[config.mk]
export PLATFORM = sky130hd
export DESIGN_NAME = ttu_tap_tempo
export DESIGN_NICKNAME = d
export VERILOG_FILES = /design/src/ttu_pkg.sv /design/src/ttu_tap_tempo.sv
export SDC_FILE = /design/constraint.sdc
export NUM_CORES = 1
export LEC_CHECK = 0
export BUFFER_PORTS_ARGS = -buffer_cell sky130_fd_sc_hd__buf_2
export CAP_MARGIN = 20
export CORE_AREA = 2 2 184 231
export DETAILED_ROUTE_END_ITERATION = 6
export DIE_AREA = 0 0 186 233
export GPL_TIMING_DRIVEN = 0
export PLACE_DENSITY_LB_ADDON = 0.25
export RECOVER_POWER = 100
export SLEW_MARGIN = 40
export SYNTH_ARGS = -nofsm -noshare
export SYNTH_HDL_FRONTEND = slang
export SYNTH_SLANG_ARGS = --single-unit
[constraint.sdc]
create_clock -name mclk_i -period 8.5 [get_ports mclk_i]
set_input_delay 2.55 -clock mclk_i [delete_from_list [all_inputs] [get_ports mclk_i]]
set_output_delay 2.55 -clock mclk_i [all_outputs]
set_load 0.02 [all_outputs]
[src/ttu_pkg.sv]
// Shared constants and types for the tap tempo unit.
// Assumes a single 125 MHz core clock and a fixed audio sample rate.
`default_nettype none
package ttu_pkg;
   // Core clock and audio sample rate
   localparam int unsigned CLK_HZ         = 125_000_000;
   localparam int unsigned SAMPLE_RATE_HZ = 48_000;
   // Core clocks per sample period, rounded down
   localparam int unsigned SAMPLE_DIV     = CLK_HZ / SAMPLE_RATE_HZ;
   // Special function register addresses of the two visible registers
   localparam logic [5:0]  TIMEOUT_ADDR   = 6'h2c;
   localparam logic [5:0]  INTERVAL_ADDR  = 6'h2d;
   // Register widths
   localparam int unsigned CFG_W          = 16;
   localparam int unsigned REG_W          = 32;
   // Values after reset
   localparam logic [31:0] TIMEOUT_RST    = 32'h0000_ffff;
   localparam logic [31:0] INTERVAL_RST   = 32'h0000_0000;

   // Tap sequence states, one-hot
   typedef enum logic [2:0] {
      TTU_IDLE   = 3'b001,   // Awaiting a first tap
      TTU_FIRST  = 3'b010,   // First tap seen, measuring
      TTU_SECOND = 3'b100    // Second tap pressed, until release
   } ttu_state_t;

   // Status flags seen by the program
   typedef struct packed {
      logic new_interval_flag;
      logic tap_phase_bit;
      logic press_event_flag;
      logic release_event_flag;
      logic debounced_level_bit;
      logic held_flag;
   } ttu_status_t;
endpackage
`default_nettype wire

[src/ttu_tap_tempo.sv]
// Tap tempo unit: debounces a tap button and measures sample periods between two taps.
// Assumes tap_pin_i is already synchronous to mclk_i and is high while pressed.
`timescale 1ns/1ps
`default_nettype none
module ttu_tap_tempo
   import ttu_pkg::*;
#(
   parameter int unsigned SAMPLE_DIV_P = ttu_pkg::SAMPLE_DIV   // Core clocks per sample
)(
   // Clock and reset
   input  wire  logic                      mclk_i,
   input  wire  logic                      resetn_i,
   // Button pin
   input  wire  logic                      tap_pin_i,
   // Load-time settings, held steady while running
   input  wire  logic [ttu_pkg::CFG_W-1:0] hold_threshold_i,
   input  wire  logic [ttu_pkg::CFG_W-1:0] debounce_reload_i,
   // Timeout limit register access
   input  wire  logic                      timeout_wr_i,
   input  wire  logic [ttu_pkg::REG_W-1:0] timeout_wdata_i,
   output logic       [ttu_pkg::REG_W-1:0] tap_timeout_limit_o,
   // Measured interval and status
   output logic       [ttu_pkg::REG_W-1:0] tap_interval_o,
   output ttu_pkg::ttu_status_t            status_o,
   output logic                            sample_tick_o
);
   import ttu_pkg::*;

   // Divider too short to give a single-cycle strobe is refused
   if (SAMPLE_DIV_P < 2 || SAMPLE_DIV_P > 65536)
   begin : g_bad_div
      $error("SAMPLE_DIV_P must lie between 2 and 65536");
   end

   localparam logic [15:0] DIV_LAST = 16'(SAMPLE_DIV_P - 1);

   // Saturating increment, shared by the hold and interval counters
   function automatic logic [32:0] sat_inc(input logic [32:0] v, input logic [32:0] lim);
      sat_inc = (v >= lim) ? lim : v + 33'h0_0000_0001;
   endfunction

   logic [15:0]  div_q, div_d;             // Sample period divider
   logic         tick_q, tick_d;           // One-cycle sample strobe
   logic [15:0]  db_cnt_q, db_cnt_d;       // Debounce disagreement counter
   logic         db_q, db_d;               // Debounced level
   ttu_state_t   st_q, st_d;               // Tap sequence state
   logic [31:0]  ivl_cnt_q, ivl_cnt_d;     // Samples since first press
   logic [31:0]  ivl_q, ivl_d;             // Measured interval register
   logic [31:0]  tmo_q, tmo_d;             // Timeout limit register
   logic [16:0]  hold_cnt_q, hold_cnt_d;   // Samples the press has lasted
   logic         long_q, long_d;           // First press went past threshold
   ttu_status_t  stat_q, stat_d;           // Registered status flags
   logic         press_now, release_now;   // Debounced edges this strobe
   logic [32:0]  tmp;                      // Scratch for saturating counts

   // Sample strobe divider
   always_comb
   begin
      tick_d = (div_q == DIV_LAST);
      div_d  = tick_d ? 16'h0000 : div_q + 16'h0001;
   end

   always_ff @(posedge mclk_i or negedge resetn_i)
   begin
      if (!resetn_i)
      begin
         div_q  <= 16'h0000;
         tick_q <= 1'b0;
      end
      else
      begin
         div_q  <= div_d;
         tick_q <= tick_d;
      end
   end

   // Debounce: the raw pin must disagree for the reload count of samples before the level flips
   always_comb
   begin
      db_d     = db_q;
      db_cnt_d = db_cnt_q;
      if (tick_q)
      begin
         if (tap_pin_i == db_q)
            db_cnt_d = 16'h0000;                                        // Bounce restarts the wait
         else if (db_cnt_q + 16'h0001 >= debounce_reload_i)
         begin
            db_d     = tap_pin_i;
            db_cnt_d = 16'h0000;
         end
         else
            db_cnt_d = db_cnt_q + 16'h0001;
      end
      press_now   = tick_q && db_d && !db_q;
      release_now = tick_q && !db_d && db_q;
   end

   always_ff @(posedge mclk_i or negedge resetn_i)
   begin
      if (!resetn_i)
      begin
         db_q     <= 1'b0;
         db_cnt_q <= 16'h0000;
      end
      else
      begin
         db_q     <= db_d;
         db_cnt_q <= db_cnt_d;
      end
   end

   // Tap sequence, counters and flags
   always_comb
   begin
      st_d       = st_q;
      ivl_cnt_d  = ivl_cnt_q;
      ivl_d      = ivl_q;
      long_d     = long_q;
      hold_cnt_d = hold_cnt_q;
      tmp        = 33'h0_0000_0000;
      // Program write to the timeout limit
      tmo_d      = timeout_wr_i ? timeout_wdata_i : tmo_q;
      stat_d     = stat_q;
      if (tick_q)
      begin
         // Event flags live for one sample period
         stat_d.new_interval_flag  = 1'b0;
         stat_d.press_event_flag   = press_now;
         stat_d.release_event_flag = release_now;
         stat_d.debounced_level_bit = db_d;
         // Hold length counts while pressed and saturates above the threshold
         if (press_now || !db_d)
            hold_cnt_d = 17'h0_0000;
         else
         begin
            tmp        = sat_inc({16'h0000, hold_cnt_q}, {17'h0_0000, hold_threshold_i} + 33'h1);
            hold_cnt_d = tmp[16:0];
         end
         stat_d.held_flag = db_d && !press_now && (hold_cnt_d > {1'b0, hold_threshold_i});
         tmp       = sat_inc({1'b0, ivl_cnt_q}, {1'b0, 32'hffff_ffff});
         ivl_cnt_d = tmp[31:0];
         case (st_q)
            TTU_IDLE:
            begin
               if (press_now)
               begin
                  st_d      = TTU_FIRST;
                  ivl_cnt_d = 32'h0000_0000;
                  long_d    = 1'b0;
               end
            end
            TTU_FIRST:
            begin
               if (stat_d.held_flag)
                  long_d = 1'b1;
               if (release_now && long_q)
                  st_d = TTU_IDLE;
               else if (press_now)
               begin
                  st_d  = TTU_SECOND;
                  ivl_d = ivl_cnt_q + 32'h0000_0001;
                  stat_d.new_interval_flag = 1'b1;
               end
               else if (!long_q && !db_d && ivl_cnt_q >= tmo_q)
                  st_d = TTU_IDLE;
            end
            TTU_SECOND:
            begin
               // A held second tap keeps its reading; the held flag runs on its own
               if (release_now)
                  st_d = TTU_IDLE;
            end
            default:
               st_d = TTU_IDLE;
         endcase
         stat_d.tap_phase_bit = (st_d == TTU_SECOND);
      end
   end

   always_ff @(posedge mclk_i or negedge resetn_i)
   begin
      if (!resetn_i)
      begin
         st_q       <= TTU_IDLE;
         ivl_cnt_q  <= 32'h0000_0000;
         ivl_q      <= INTERVAL_RST;
         tmo_q      <= TIMEOUT_RST;
         hold_cnt_q <= 17'h0_0000;
         long_q     <= 1'b0;
         stat_q     <= '0;
      end
      else
      begin
         st_q       <= st_d;
         ivl_cnt_q  <= ivl_cnt_d;
         ivl_q      <= ivl_d;
         tmo_q      <= tmo_d;
         hold_cnt_q <= hold_cnt_d;
         long_q     <= long_d;
         stat_q     <= stat_d;
      end
   end

   // Outputs, all from flops; settings are inputs only, never readable here
   assign tap_timeout_limit_o = tmo_q;
   assign tap_interval_o      = ivl_q;
   assign status_o            = stat_q;
   assign sample_tick_o       = tick_q;
endmodule
`default_nettype wire

# --- Word-level counts from Yosys, hierarchy flattened ---
# Index checks and enable logic that the tools add are counted.
totals:
  reg_bits: 157
  in_bits: 68
  output_inout_bits: 71
  elab_cells: 78
op_classes:
  addsub: 6
  n_lt_le_gt_ge: 5
  n_eq_ne: 8
  muxes: 25
  bitwise: 1
  reduce_logical: 17
ops:
  columns: ["cell", "count"]
  rows:
  - ["two-way mux 32 bit", 3]
  - ["adder 32 x 1 -> 32 bit (second input constant)", 2]
  - ["two-way mux 17 bit", 3]
  - ["two-way mux 16 bit", 3]
  - ["adder 16 x 1 -> 16 bit (second input constant)", 2]
  - [">= comparator 32 bit", 1]
  - [">= comparator 32 bit (second input constant)", 1]
  - ["two-way mux 3 bit", 6]
  - ["adder 16 x 1 -> 17 bit (second input constant)", 1]
  - ["adder 17 x 1 -> 17 bit (second input constant)", 1]
  - [">= comparator 17 bit", 1]
  - ["greater-than comparator 17 x 16 -> 1 bit", 1]
  - ["== test 16 x 12 -> 1 bit (second input constant)", 1]
  - [">= comparator 16 bit", 1]
  - ["logical AND 1 bit", 9]
  - ["case mux 3 bit (3 select lines)", 1]
  - ["two-way mux 1 bit", 8]
  - ["AND reduction 4 bit", 2]
  - ["== test 3 bit (second input constant)", 2]
  - ["logical NOT 1 bit", 4]
  - ["inequality test 2 bit (second input constant)", 2]
  - ["== test 3 x 1 -> 1 bit (second input constant)", 1]
  - ["== test 3 x 2 -> 1 bit (second input constant)", 1]
  - ["case mux 1 bit (2 select lines)", 1]
  - ["other kinds (4)", 4]

# --- Longest topological paths before layout ---
# Gate-level depths: netlist of run 1.
logic_depth:
  ltp_word: 14
  ltp_mapped: 25
  mapped_depth_nobuf: 23

# --- Worst setup path before layout of run 1 ---
# No wires, ideal clock.
synth_path:
  path_kind: "input -> register"
  startpoint: "input hold_threshold_i[2] (netlist name)"
  endpoint: "register long_q"
  setup_ns: 0.139
  arrival_time_ns: 6.889
  t_required_ns: 8.361
  slack_ns: 1.472
  path_stages: 23
  path_buffers: 2
  cell_sequence: "and4_1 -> nand2_1 -> nor3_1 -> nand2_1 -> xnor2_1 -> ha_1 -> a21oi_1 -> o21ai_1 -> a2111oi_0 -> a21o_1 -> a31o_1 -> buf_6 -> buf_6 -> mux2_4 -> nor2_1 -> ha_1 -> a21o_1 -> a221o_1 -> a2111oi_2 -> nor2_1 -> o41a_1 -> a211oi_2 -> o31ai_1"
synth_via:
  elab_chain_cells: 9
synth_rtl:
  columns: ["element", "line", "rtl"]
  rows:
  - ["start, declared", "ttu_tap_tempo.sv:16", "input wire logic [ttu_pkg::CFG_W-1:0] hold_threshold_i,"]
  - ["adder 16 x 1 -> 17 bit", "ttu_tap_tempo.sv:136", "tmp = sat_inc({16'h0000, hold_cnt_q}, {17'h0_0000, hold_threshold_i} + 33'h1);"]
  - [">= comparator 17 bit", "ttu_tap_tempo.sv:39", "sat_inc = (v >= lim) ? lim : v + 33'h0_0000_0001;"]
  - ["two-way mux 17 bit", "ttu_tap_tempo.sv:39", null]
  - ["two-way mux 17 bit", "ttu_tap_tempo.sv:132", "if (press_now || !db_d)"]
  - ["two-way mux 17 bit", "ttu_tap_tempo.sv:124", "if (tick_q)"]
  - ["greater-than comparator 17 x 16 -> 1 bit *", "ttu_tap_tempo.sv:139", "stat_d.held_flag = db_d && !press_now && (hold_cnt_d > {1'b0, hold_threshold_i});"]
  - ["logical AND 1 bit *", "ttu_tap_tempo.sv:139", null]
  - ["inequality test 2 bit (no source line) *", null, null]
  - ["AND reduction 4 bit (no source line) *", null, null]
  - ["end signal, assigned", "ttu_tap_tempo.sv:199", "long_q <= long_d;"]
  - ["end, declared", "ttu_tap_tempo.sv:51", "logic long_q, long_d;"]
# Mark *: on every way between the ends. The rest lies on a longest branch, timed or not. The select of a mux whose other input is x is not followed.
# A chain may end at the register's enable or synchronous reset.

# --- Worst setup path after layout of run 1 ---
layout_path:
  startpoint: "input hold_threshold_i[0] (netlist name)"
  endpoint: "register long_q"
# The elaborated chain is that of the path after synthesis.

==> results_dict.tcl, run 1 <==
set metrics [dict create \
    drt_wl_total_um 30750 \
    routedWlPerCell_um 16.64 \
    drtPass1Iterations 5 \
    slew_violations 99 \
    power_density_nw_per_um2 147.6 \
    dp_hpwl_um 23460 \
    area_growth_pct 18.64 \
    ant_nets 0 \
    power_frac_comb 0.096 \
    post-route-util 0.2949 \
    clock_sinks 157 \
    setup_viol_count_final 0 \
    routabilityCongestion 0.8037 \
    leakage_nw 5.527 \
    finClkSkew_ns 0.009728 \
    vias 8677 \
    synth_area_leaders "dfrtp_1 (34%), ha_1 (11%), nand2_1 (4.7%), o21ai_0 (4.7%), dfstp_2 (4.4%)" \
    crit_path_end_kind "flop" \
    die-area_um2 43340 \
    synth_fa_ha_area_frac 0.1055 \
    synth_edf_count 0 \
    hold-worst-slack_ns 0.4681 \
    setup-tns-final_ns 0 \
    nets 1437 \
    muxShareOfSynthArea 0.02541 \
    required_ns 8.80 \
    grt_pass1_wl_um 48470 \
    start_kind "primary input" \
    post_cts_buffers 0 \
    viasPerCell 4.695 \
    grt_max_degree 62 \
    cts_root_buffer "clkbuf_16" \
    synth_top_family_by_area "simple AND/OR/NAND/NOR gates" \
    boundaryPins 139 \
    cp_max_fo 10 \
    path_class "primary input to flop" \
    globalRouteOverflowTotal 0 \
    chipWidth_um 186 \
    place_area_um2 11630 \
    synth_most_common_cell "dfrtp_1" \
    io_buffer_count 136 \
    period_minus_slack_ns 7.961 \
    syn-cell-area_um2 10190 \
    ys.flop_type "dfrtp_1" \
    yosys-top-cells-count "dfrtp_1 (140), nand2_1 (127), o21ai_0 (95), ha_1 (86), inv_1 (81)" \
    hold_viol 0 \
    p_sw_frac 0.2591 \
    synth.distinct_cells 76 \
    async_flop_share 1.000 \
    power.internal_w 0.001322 \
    pwr-share-seq 0.435 \
    synthXorXnorAreaFrac 0.07388 \
    finalCritPeriodShare 0.9366 \
    yosysSeqAreaShare 0.3875 \
    ctsHtreeMaxLevel 4 \
    hold_class "flop to flop" \
    grtUsageTotal 0.1463 \
    ys_seq_elements 157 \
    rsz0062_at_grt "false" \
    clkPwrFrac 0.469 \
    yosysWarnings 0 \
    start_util 0.2485 \
    cts_buffers 17 \
    irDropWorstVdd_v 0.0001316 \
    layout-drive-gt1-share 0.1258 \
    final_cell_count_no_fill 1848 \
    ctsHoldBuffers 0 \
    syn-num-nets 1280 \
    antenna_found_initial 0 \
    syn_inst 1126 \
    row_count 83 \
    synth_top_area_cell "dfrtp_1" \
    status "finished, violations left" \
    die_h_um 233 \
    synth_compound_area_frac 0.1674 \
    cp.arrival_ns 8.26 \
    cts_resized 0 \
    violations "capacitance limit, slew limit" \
    synth.top_cell.area_share 0.3436 \
    avgSynthCellArea_um2 9.054 \
    drc 0 \
    dp.cells 1816 \
    yosys.area_share.simple 0.1775 \
    path_clk_slew_ns 0.07 \
    clock_latency_ns 0.44 \
    clockBufferDepth 2 \
    worst_slew_pin_slew_ns 3.045 \
    n_antenna_cell 0 \
    grt_pass1_vias 8643 \
    fin_area_um2 12100 \
    first_iter_violations 470 \
    core_um2 41020 \
    p_sw_w 0.0004625 \
    max_freq_ghz 0.1256 \
    maxCapViolations 2 \
    cts_tree "done" \
    max_slew_margin -1.030 \
]
## final cells by class
cell class              instances  area (um2)
well taps                     552       690.7
multi-input cells             827        5575
clock buffers                  20       436.7
clock inverters                12       188.9
flip-flops and latches        157        3950
repair buffers                138       621.8
fillers                      4403       28930
plain buffers                  61       327.8
inverters                      81       304.0
## critical path, stage by stage
cell,delay (ns)
buf_2,0.15
ha_1,0.24
nand2_1,0.12
nor3_1,0.44
nand2_1,0.14
xnor2_1,0.23
ha_1,0.30
a21oi_1,0.14
o21ai_0,0.17
a2111oi_0,0.64
a21o_1,0.24
a31o_1,0.16
buf_6,0.16
buf_6,0.18
mux2_4,0.32
nor2_1,0.09
ha_1,0.24
a21o_1,0.18
a221o_1,0.34
a2111oi_1,0.41
nor2_1,0.07
o41a_1,0.42
a211oi_2,0.22
o31ai_1,0.09
## placed cells by master (no fill, tap or decap), drive strengths merged, types with 50 or more instances in the layout
master  synthesis  layout
inv            81      82
nand3          57      57
clkbuf         31     131
xnor2          50      50
a21oi          69      69
ha             86      86
nor2           63      63
o21ai          99      99
buf            30      88
dfrtp         140     140
nand2         128     128
## worst paths after layout
kind | depth (start not counted) | slack [ns] | start | endpoint
setup / recovery | 24 | 0.54 | hold_threshold_i[0] | long_q
hold / removal | 1 | 0.47 | div_q[0] | div_q[0]
setup reg to reg | 24 | 1.76 | db_cnt_q[0] | long_q
hold reg to reg | 1 | 0.47 | div_q[0] | div_q[0]
max in group asynchronous | 2 | 1.59 | resetn_i | tap_interval_o[13]
min in group asynchronous | 1 | 3.10 | resetn_i | hold_cnt_q[6]
## sequential cells by signal, summed over array words and instances, names as in the netlist
| name | flops |
|---|---|
| ivl_cnt_q | 32 |
| long_q | 1 |
| tap_timeout_limit_o | 32 |
| tap_interval_o | 32 |
| div_q | 16 |
| db_cnt_q | 16 |
| hold_cnt_q | 17 |
| db_q | 1 |
| st_q | 3 |
| sample_tick_o | 1 |
| status_o | 6 |
## through the flow
step	setup WS (ns)	power (W)
finish	0.5390	0.001785
global route	0.1311	0.001868
CTS	0.5567	0.001823
detailed placement	0.1317	0.0009725
global placement	0.02213	0.0009659
floorplan	1.472	0.0008884
## power by group through the flow
stage	Combinational [W]	Clock (W)	Sequential (W)
5_1_grt	0.000197	0.000893	0.000777
6_report	0.000171	0.000838	0.000776
3_5_place_dp	0.000183	0	0.000790
3_3_place_gp	0.000177	0	0.000789
4_1_cts	0.000184	0.000863	0.000776
2_1_floorplan	0.0000820	0	0.000806
## layer usage
metal  share of wire  track usage
met5               0            0
met4           0.018      0.04626
met3           0.049      0.03303
met2            0.49       0.2466
met1            0.44       0.1842
## cell families after synthesis
group,count (synthesis)
xor+xnor,86
simple gates,361
flops,157
fa+ha+maj,86
buf+inv,142
compound gates,272
mux,22
Note: power is estimated with default switching activity, not from simulation.
==> inputs of run 2 (changes only) <==
- BUFFER_PORTS_ARGS: -buffer_cell sky130_fd_sc_hd__buf_2 -> -buffer_cell sky130_fd_sc_hd__buf_4
==> run 2 against run 1 <==
The run still ends with capacitance limit, slew limit left. Clock power is 6.3% lower. Register-to-register slack worse by 0.11 ns. Count of clock-buffer cells in the layout is 1 lower. Largest cell class unchanged. Cell count stayed put. Combinational power is 5% higher. Largest power group unchanged. Critical path depth stayed put.
==> results_dict.tcl, run 2 (same netlist as run 1, synthesis figures left out) <==
set metrics [dict create \
    setup_viol_count_final 0 \
    cts_tree "done" \
    slew_violations 162 \
    rsz0062_at_grt "false" \
    grt_max_degree 69 \
    io_buffer_count 136 \
    drc 0 \
    start_util 0.2485 \
    grt_pass1_wl_um 48750 \
    setup-tns-final_ns 0 \
    worst_path_largest_cell_delay_ns 0.69 \
    viasPerCell 4.650 \
    grtUsageTotal 0.1464 \
    boundaryPins 139 \
    routedWlPerCell_um 16.78 \
    ant_nets 0 \
    max_freq_ghz 0.1249 \
    first_iter_violations 533 \
    violations "capacitance limit, slew limit" \
    drtPass1Iterations 5 \
    cts_root_buffer "clkbuf_16" \
    hold_viol 0 \
    routabilityCongestion 0.8060 \
    irDropWorstVdd_v 0.0001402 \
    path_buf_inv 3 \
    post_cts_buffers 0 \
    cp.arrival_ns 8.30 \
    leakage_nw 5.578 \
    path_common_cell "ha_1" \
    cp_top_family "compound AO/OA/AOI/OAI gates" \
    place_area_um2 11970 \
    grt_pass1_vias 8759 \
    n_antenna_cell 0 \
    layout_commonest_cell "dfrtp_1" \
    maxCapViolations 3 \
    area_growth_pct 19.80 \
    clockBufferDepth 2 \
    die-area_um2 43340 \
    start_kind "primary input" \
    power_density_nw_per_um2 142.4 \
    nets 1437 \
    cp_max_fo 10 \
    crit_path_end_kind "flop" \
    clock_sinks 157 \
    path_class "primary input to flop" \
    core_um2 41020 \
    ctsHtreeMaxLevel 4 \
    globalRouteOverflowTotal 0 \
    cts_buffers 17 \
    hold_class "flop to flop" \
    clock_latency_ns 0.45 \
    layout-drive-gt1-share 0.1273 \
    crit_slowest_cell "a2111oi_0" \
    status "finished, violations left" \
    row_count 83 \
    drt_wl_total_um 31010 \
    crit_path_cell_trace "buf_4, ha_1, nand2_1, nor3_1, nand2_1, xnor2_1, ha_1, a21oi_1, o21ai_0, a2111oi_0, a21o_1, a31o_1, buf_6, buf_6, mux2_4, nor2_1, ha_1, a21o_1, a221o_1, a2111oi_1, nor2_1, o41a_1, a211oi_2, o31ai_1" \
    path_clk_slew_ns 0.07 \
    die_h_um 233 \
    vias 8594 \
    finalCritPeriodShare 0.9416 \
    antenna_found_initial 0 \
    required_ns 8.79 \
    max_slew_margin -1.053 \
    period_minus_slack_ns 8.004 \
    worst_slew_pin_slew_ns 3.080 \
    fin_area_um2 12210 \
    finClkSkew_ns 0.009713 \
    dp_hpwl_um 23650 \
    seqCellArea_um2 3950 \
    chipWidth_um 186 \
    power.total_w 0.001740 \
    multi_input_area_um2 5575 \
    final_cell_mix "dfrtp_1 (140), nand2_1 (128), clkbuf_1 (107)" \
    cts_resized 0 \
    n_fill_cell 4421 \
    ctsHoldBuffers 0 \
]
## run 2: cell types whose count changed in the layout (fill, tap and decap cells not counted), moves of 5 or more
cell | previous run | this run
clkinv_4 | 6 | 1
buf_2 | 74 | 10
inv_6 | 1 | 6
clkbuf_1 | 114 | 107
buf_4 | 3 | 70
## run 2: cell type report
type                       count  share of cell area
buffer                        61             0.02684
clock buffer                  19             0.03709
clock inverter                13             0.01065
inverter                      81             0.02489
multi-input combinational    827              0.4565
sequential                   157              0.3234
tap                          552             0.05655
timing repair buffer         138             0.06403
## run 2: per-stage QoR
step                      hold slack, ns  instances  setup WS (ns)    util
after floorplan                   0.4329       1126          1.472       -
after CTS                         0.4848       1848         0.5292  0.3060
after global placement            0.4557       1814        0.08520  0.2903
final                             0.4762       1848         0.4961  0.2977
after detailed placement          0.4714       1816        0.08770  0.2918
after global routing              0.5054       1848        0.09659  0.2977
## run 2: where the power goes
group          switching, W  total (W)  internal, W
sequential       0.00000913   0.000775     0.000766
clock              0.000359   0.000785     0.000426
combinational      0.000111   0.000179    0.0000688
total              0.000479    0.00174      0.00126
## run 2: layer usage
metal	global-route usage	share of wire	up-vias
li1	-	-	4285
met2	0.2478	0.49	187
met4	0.05315	0.024	0
met3	0.02896	0.045	31
met5	0	0	-
met1	0.1835	0.44	4091
## run 2: worst reg2reg max path, cell delays in order (launching register included)
cell and delay, ns:
dfrtp_1 0.45, nand3_1 0.12, nor3_1 0.49, and3_1 0.35
and3_1 0.27, nand3_1 0.12, xnor2_1 0.16, ha_1 0.30
and4_1 0.27, nand3_1 0.14, o211ai_1 0.53, nand2_1 0.31
o21ai_1 0.71, buf_2 0.38, nor2_1 0.08, ha_1 0.29
a21o_1 0.18, a221o_1 0.33, a2111oi_1 0.41, nor2_1 0.08
o41a_1 0.42, a211oi_2 0.22, o31ai_1 0.09
## run 2: worst paths after layout
check	depth (start not counted)	slack [ns]	start	endpoint
worst max-delay path	24	0.50	hold_threshold_i[0]	long_q
worst min-delay path	2	0.48	tap_interval_o[4]	tap_interval_o[4]
worst max register to register	22	1.65	db_cnt_q[0]	long_q
worst min register to register	2	0.48	tap_interval_o[4]	tap_interval_o[4]
max in group asynchronous	2	1.37	resetn_i	ivl_cnt_q[10]
min in group asynchronous	1	2.96	resetn_i	hold_cnt_q[12]
==> inputs of run 3 (changes only) <==
- ABC_AREA: not set -> 1
- CORE_AREA: 2 2 184 231 -> 2 2 183 229
- DIE_AREA: 0 0 186 233 -> 0 0 185 231
==> run 3 against run 2 <==
The flow still finishes with violations (capacitance limit, slew limit). Critical endpoint unchanged. Total power is 1.2% higher. Wire length is 4.2% lower. Synthesized cell count is 15% higher. Largest cell class unchanged. Die area is 1.4% lower. Cell count is 9.1% higher.
==> results_dict.tcl, run 3 <==
set metrics [dict create \
    path_clk_slew_ns 0.07 \
    chipWidth_um 185 \
    power.internal_w 0.001279 \
    die_h_um 231 \
    maxCapViolations 2 \
    finClkSkew_ns 0.01365 \
    path_class "primary input to flop" \
    synth_most_common_cell "nand2_1" \
    ys.flop_type "dfrtp_1" \
    grt_pass1_vias 8922 \
    synth_edf_count 0 \
    yosysSeqAreaShare 0.3942 \
    layout_commonest_cell "nand2_1" \
    n_fill_cell 4527 \
    syn-cell-area_um2 10020 \
    slew_violations 125 \
    irDropWorstVdd_v 0.0001251 \
    dpl_worst_slack_ns 0.8246 \
    synth_top_area_cell "dfrtp_1" \
    topRoutingLayerUsed "met4" \
    grt_pass1_wl_um 47930 \
    clkPwrFrac 0.453 \
    cts_tree "done" \
    seqCellArea_um2 3950 \
    syn-num-nets 1447 \
    r2r_start "db_cnt_q[0]" \
    yosys-top-cells-count "nand2_1 (347), inv_1 (188), dfrtp_1 (140), o21ai_0 (108), ha_1 (86)" \
    crit_path_start "hold_threshold_i[0]" \
    clock_sinks 157 \
    io_buffer_count 137 \
    cts_buffers 17 \
    r2r_setup_slack_ns 2.48 \
    power.total_w 0.001761 \
    max_freq_ghz 0.1343 \
    n_antenna_cell 0 \
    p_sw_w 0.0004825 \
    setup_viol_count_final 0 \
    ctsHtreeMaxLevel 4 \
    core_um2 40710 \
    setup-tns-final_ns 0 \
    timing.rr.end "long_q" \
    layout-drive-gt1-share 0.1066 \
    rr_worst_depth 34 \
    drc 0 \
    synth.top_cell.area_share 0.3497 \
    die-area_um2 42740 \
    final_cell_mix "nand2_1 (347), inv_1 (188), dfrtp_1 (140)" \
    boundaryPins 139 \
    drtPass1Iterations 5 \
    drt-met1-wl_um 12830 \
    hold_viol 0 \
    power_density_nw_per_um2 145.7 \
    synth.distinct_cells 55 \
    crit_path_end_kind "flop" \
    start_kind "primary input" \
    rsz0062_at_grt "false" \
    post_cts_buffers 0 \
    max_slew_margin -1.056 \
    ctsHoldBuffers 0 \
    viasPerCell 4.390 \
    finalCritPeriodShare 0.8762 \
    drt_wl_total_um 29720 \
    antenna_found_initial 0 \
    cp_max_fo 10 \
    start_util 0.2461 \
    syn_inst 1293 \
    ant_nets 0 \
    first_iter_violations 495 \
    synth_area_leaders "dfrtp_1 (35%), nand2_1 (13%), ha_1 (11%), inv_1 (7.0%), o21ai_0 (5.4%)" \
    worst_slew_pin_slew_ns 3.084 \
    pwr-share-seq 0.438 \
    dp.cells 1984 \
    routabilityCongestion 0.8830 \
    dp_hpwl_um 23400 \
    clockBufferDepth 2 \
    violations "capacitance limit, slew limit" \
    layout_setup_ws_ns 1.053 \
    leakage_nw 6.098 \
    cp-endpoint "long_q" \
    hold_class "flop to flop" \
    ys_seq_elements 157 \
    area_growth_pct 20.62 \
    wl_met3_um 1150 \
    nets 1605 \
    cts_resized 0 \
    post-route-util 0.2969 \
    grt_max_degree 69 \
    async_flop_share 1.000 \
    required_ns 8.83 \
    crit_slowest_cell "nor3b_1" \
    routedWlPerCell_um 14.74 \
    p_sw_frac 0.2739 \
    status "finished, violations left" \
    cp.arrival_ns 7.77 \
    multi_input_area_um2 5197 \
    vias 8850 \
    grtUsageTotal 0.1438 \
    power_frac_comb 0.108 \
    row_count 83 \
    wl_met2_um 15250 \
    yosysWarnings 0 \
    avgSynthCellArea_um2 7.749 \
    final_cell_count_no_fill 2016 \
    period_minus_slack_ns 7.447 \
    globalRouteOverflowTotal 0 \
    cts_root_buffer "clkbuf_16" \
    clock_latency_ns 0.44 \
    worst_path_largest_cell_delay_ns 0.66 \
]
-- run 3: routing by layer --
| layer | vias up | GRT usage |
|---|---|---|
| met5 | - | 0 |
| met4 | 0 | 0.03819 |
| met3 | 30 | 0.02871 |
| met2 | 154 | 0.2585 |
| met1 | 4176 | 0.1732 |
| li1 | 4490 | - |
-- run 3: cells by family (layout without fill, tap and decap cells) --
group	count (synthesis)	count (layout)	synth area share
simple gates	544	544	0.2386
buf+inv	226	397	0.08654
compound gates	213	213	0.1135
flops	157	157	0.3942
fa+ha+maj	86	86	0.1074
xor+xnor	65	65	0.05757
mux	2	2	0.002123
-- run 3: power groups by stage --
stage,Combinational [W],Clock [W],Sequential [W]
2_1_floorplan,0.0000911,0,0.000805
6_report,0.000190,0.000799,0.000772
5_1_grt,0.000220,0.000853,0.000774
3_5_place_dp,0.000207,0,0.000788
3_3_place_gp,0.000200,0,0.000788
4_1_cts,0.000208,0.000819,0.000774
-- run 3: worst min path at each step --
stage | startpoint | to | slack [ns] | cells past startpoint
after floorplan | div_q[0] | div_q[0] | 0.43 | 1
after global placement | div_q[0] | div_q[0] | 0.46 | 1
after detailed placement | div_q[0] | div_q[0] | 0.46 | 1
after CTS | div_q[15] | div_q[15] | 0.48 | 1
after global routing | tap_interval_o[14] | tap_interval_o[14] | 0.50 | 2
final | tap_interval_o[14] | tap_interval_o[14] | 0.48 | 2
-- run 3: critical path: cells and delay by family --
kind            cells  cell delay (ns)
compound gates      2             0.49
xor+xnor            1             0.22
fa+ha+maj           2             0.61
buf+inv             7             0.90
simple gates       17             3.01
-- run 3: per-stage QoR --
stage,cell area [um2],hold WS (ns)
finish,12090,0.4774
global placement,11740,0.4554
detailed placement,11790,0.4554
global route,12090,0.5012
floorplan,10020,0.4329
CTS,12380,0.4827
-- run 3: layout make-up --
type / count / area share
buffer: 32 / 0.01118
clock buffer: 18 / 0.03551
clock inverter: 14 / 0.01315
inverter: 194 / 0.06036
multi-input combinational: 910 / 0.4301
sequential: 157 / 0.3268
tap: 552 / 0.05715
timing repair buffer: 139 / 0.06574
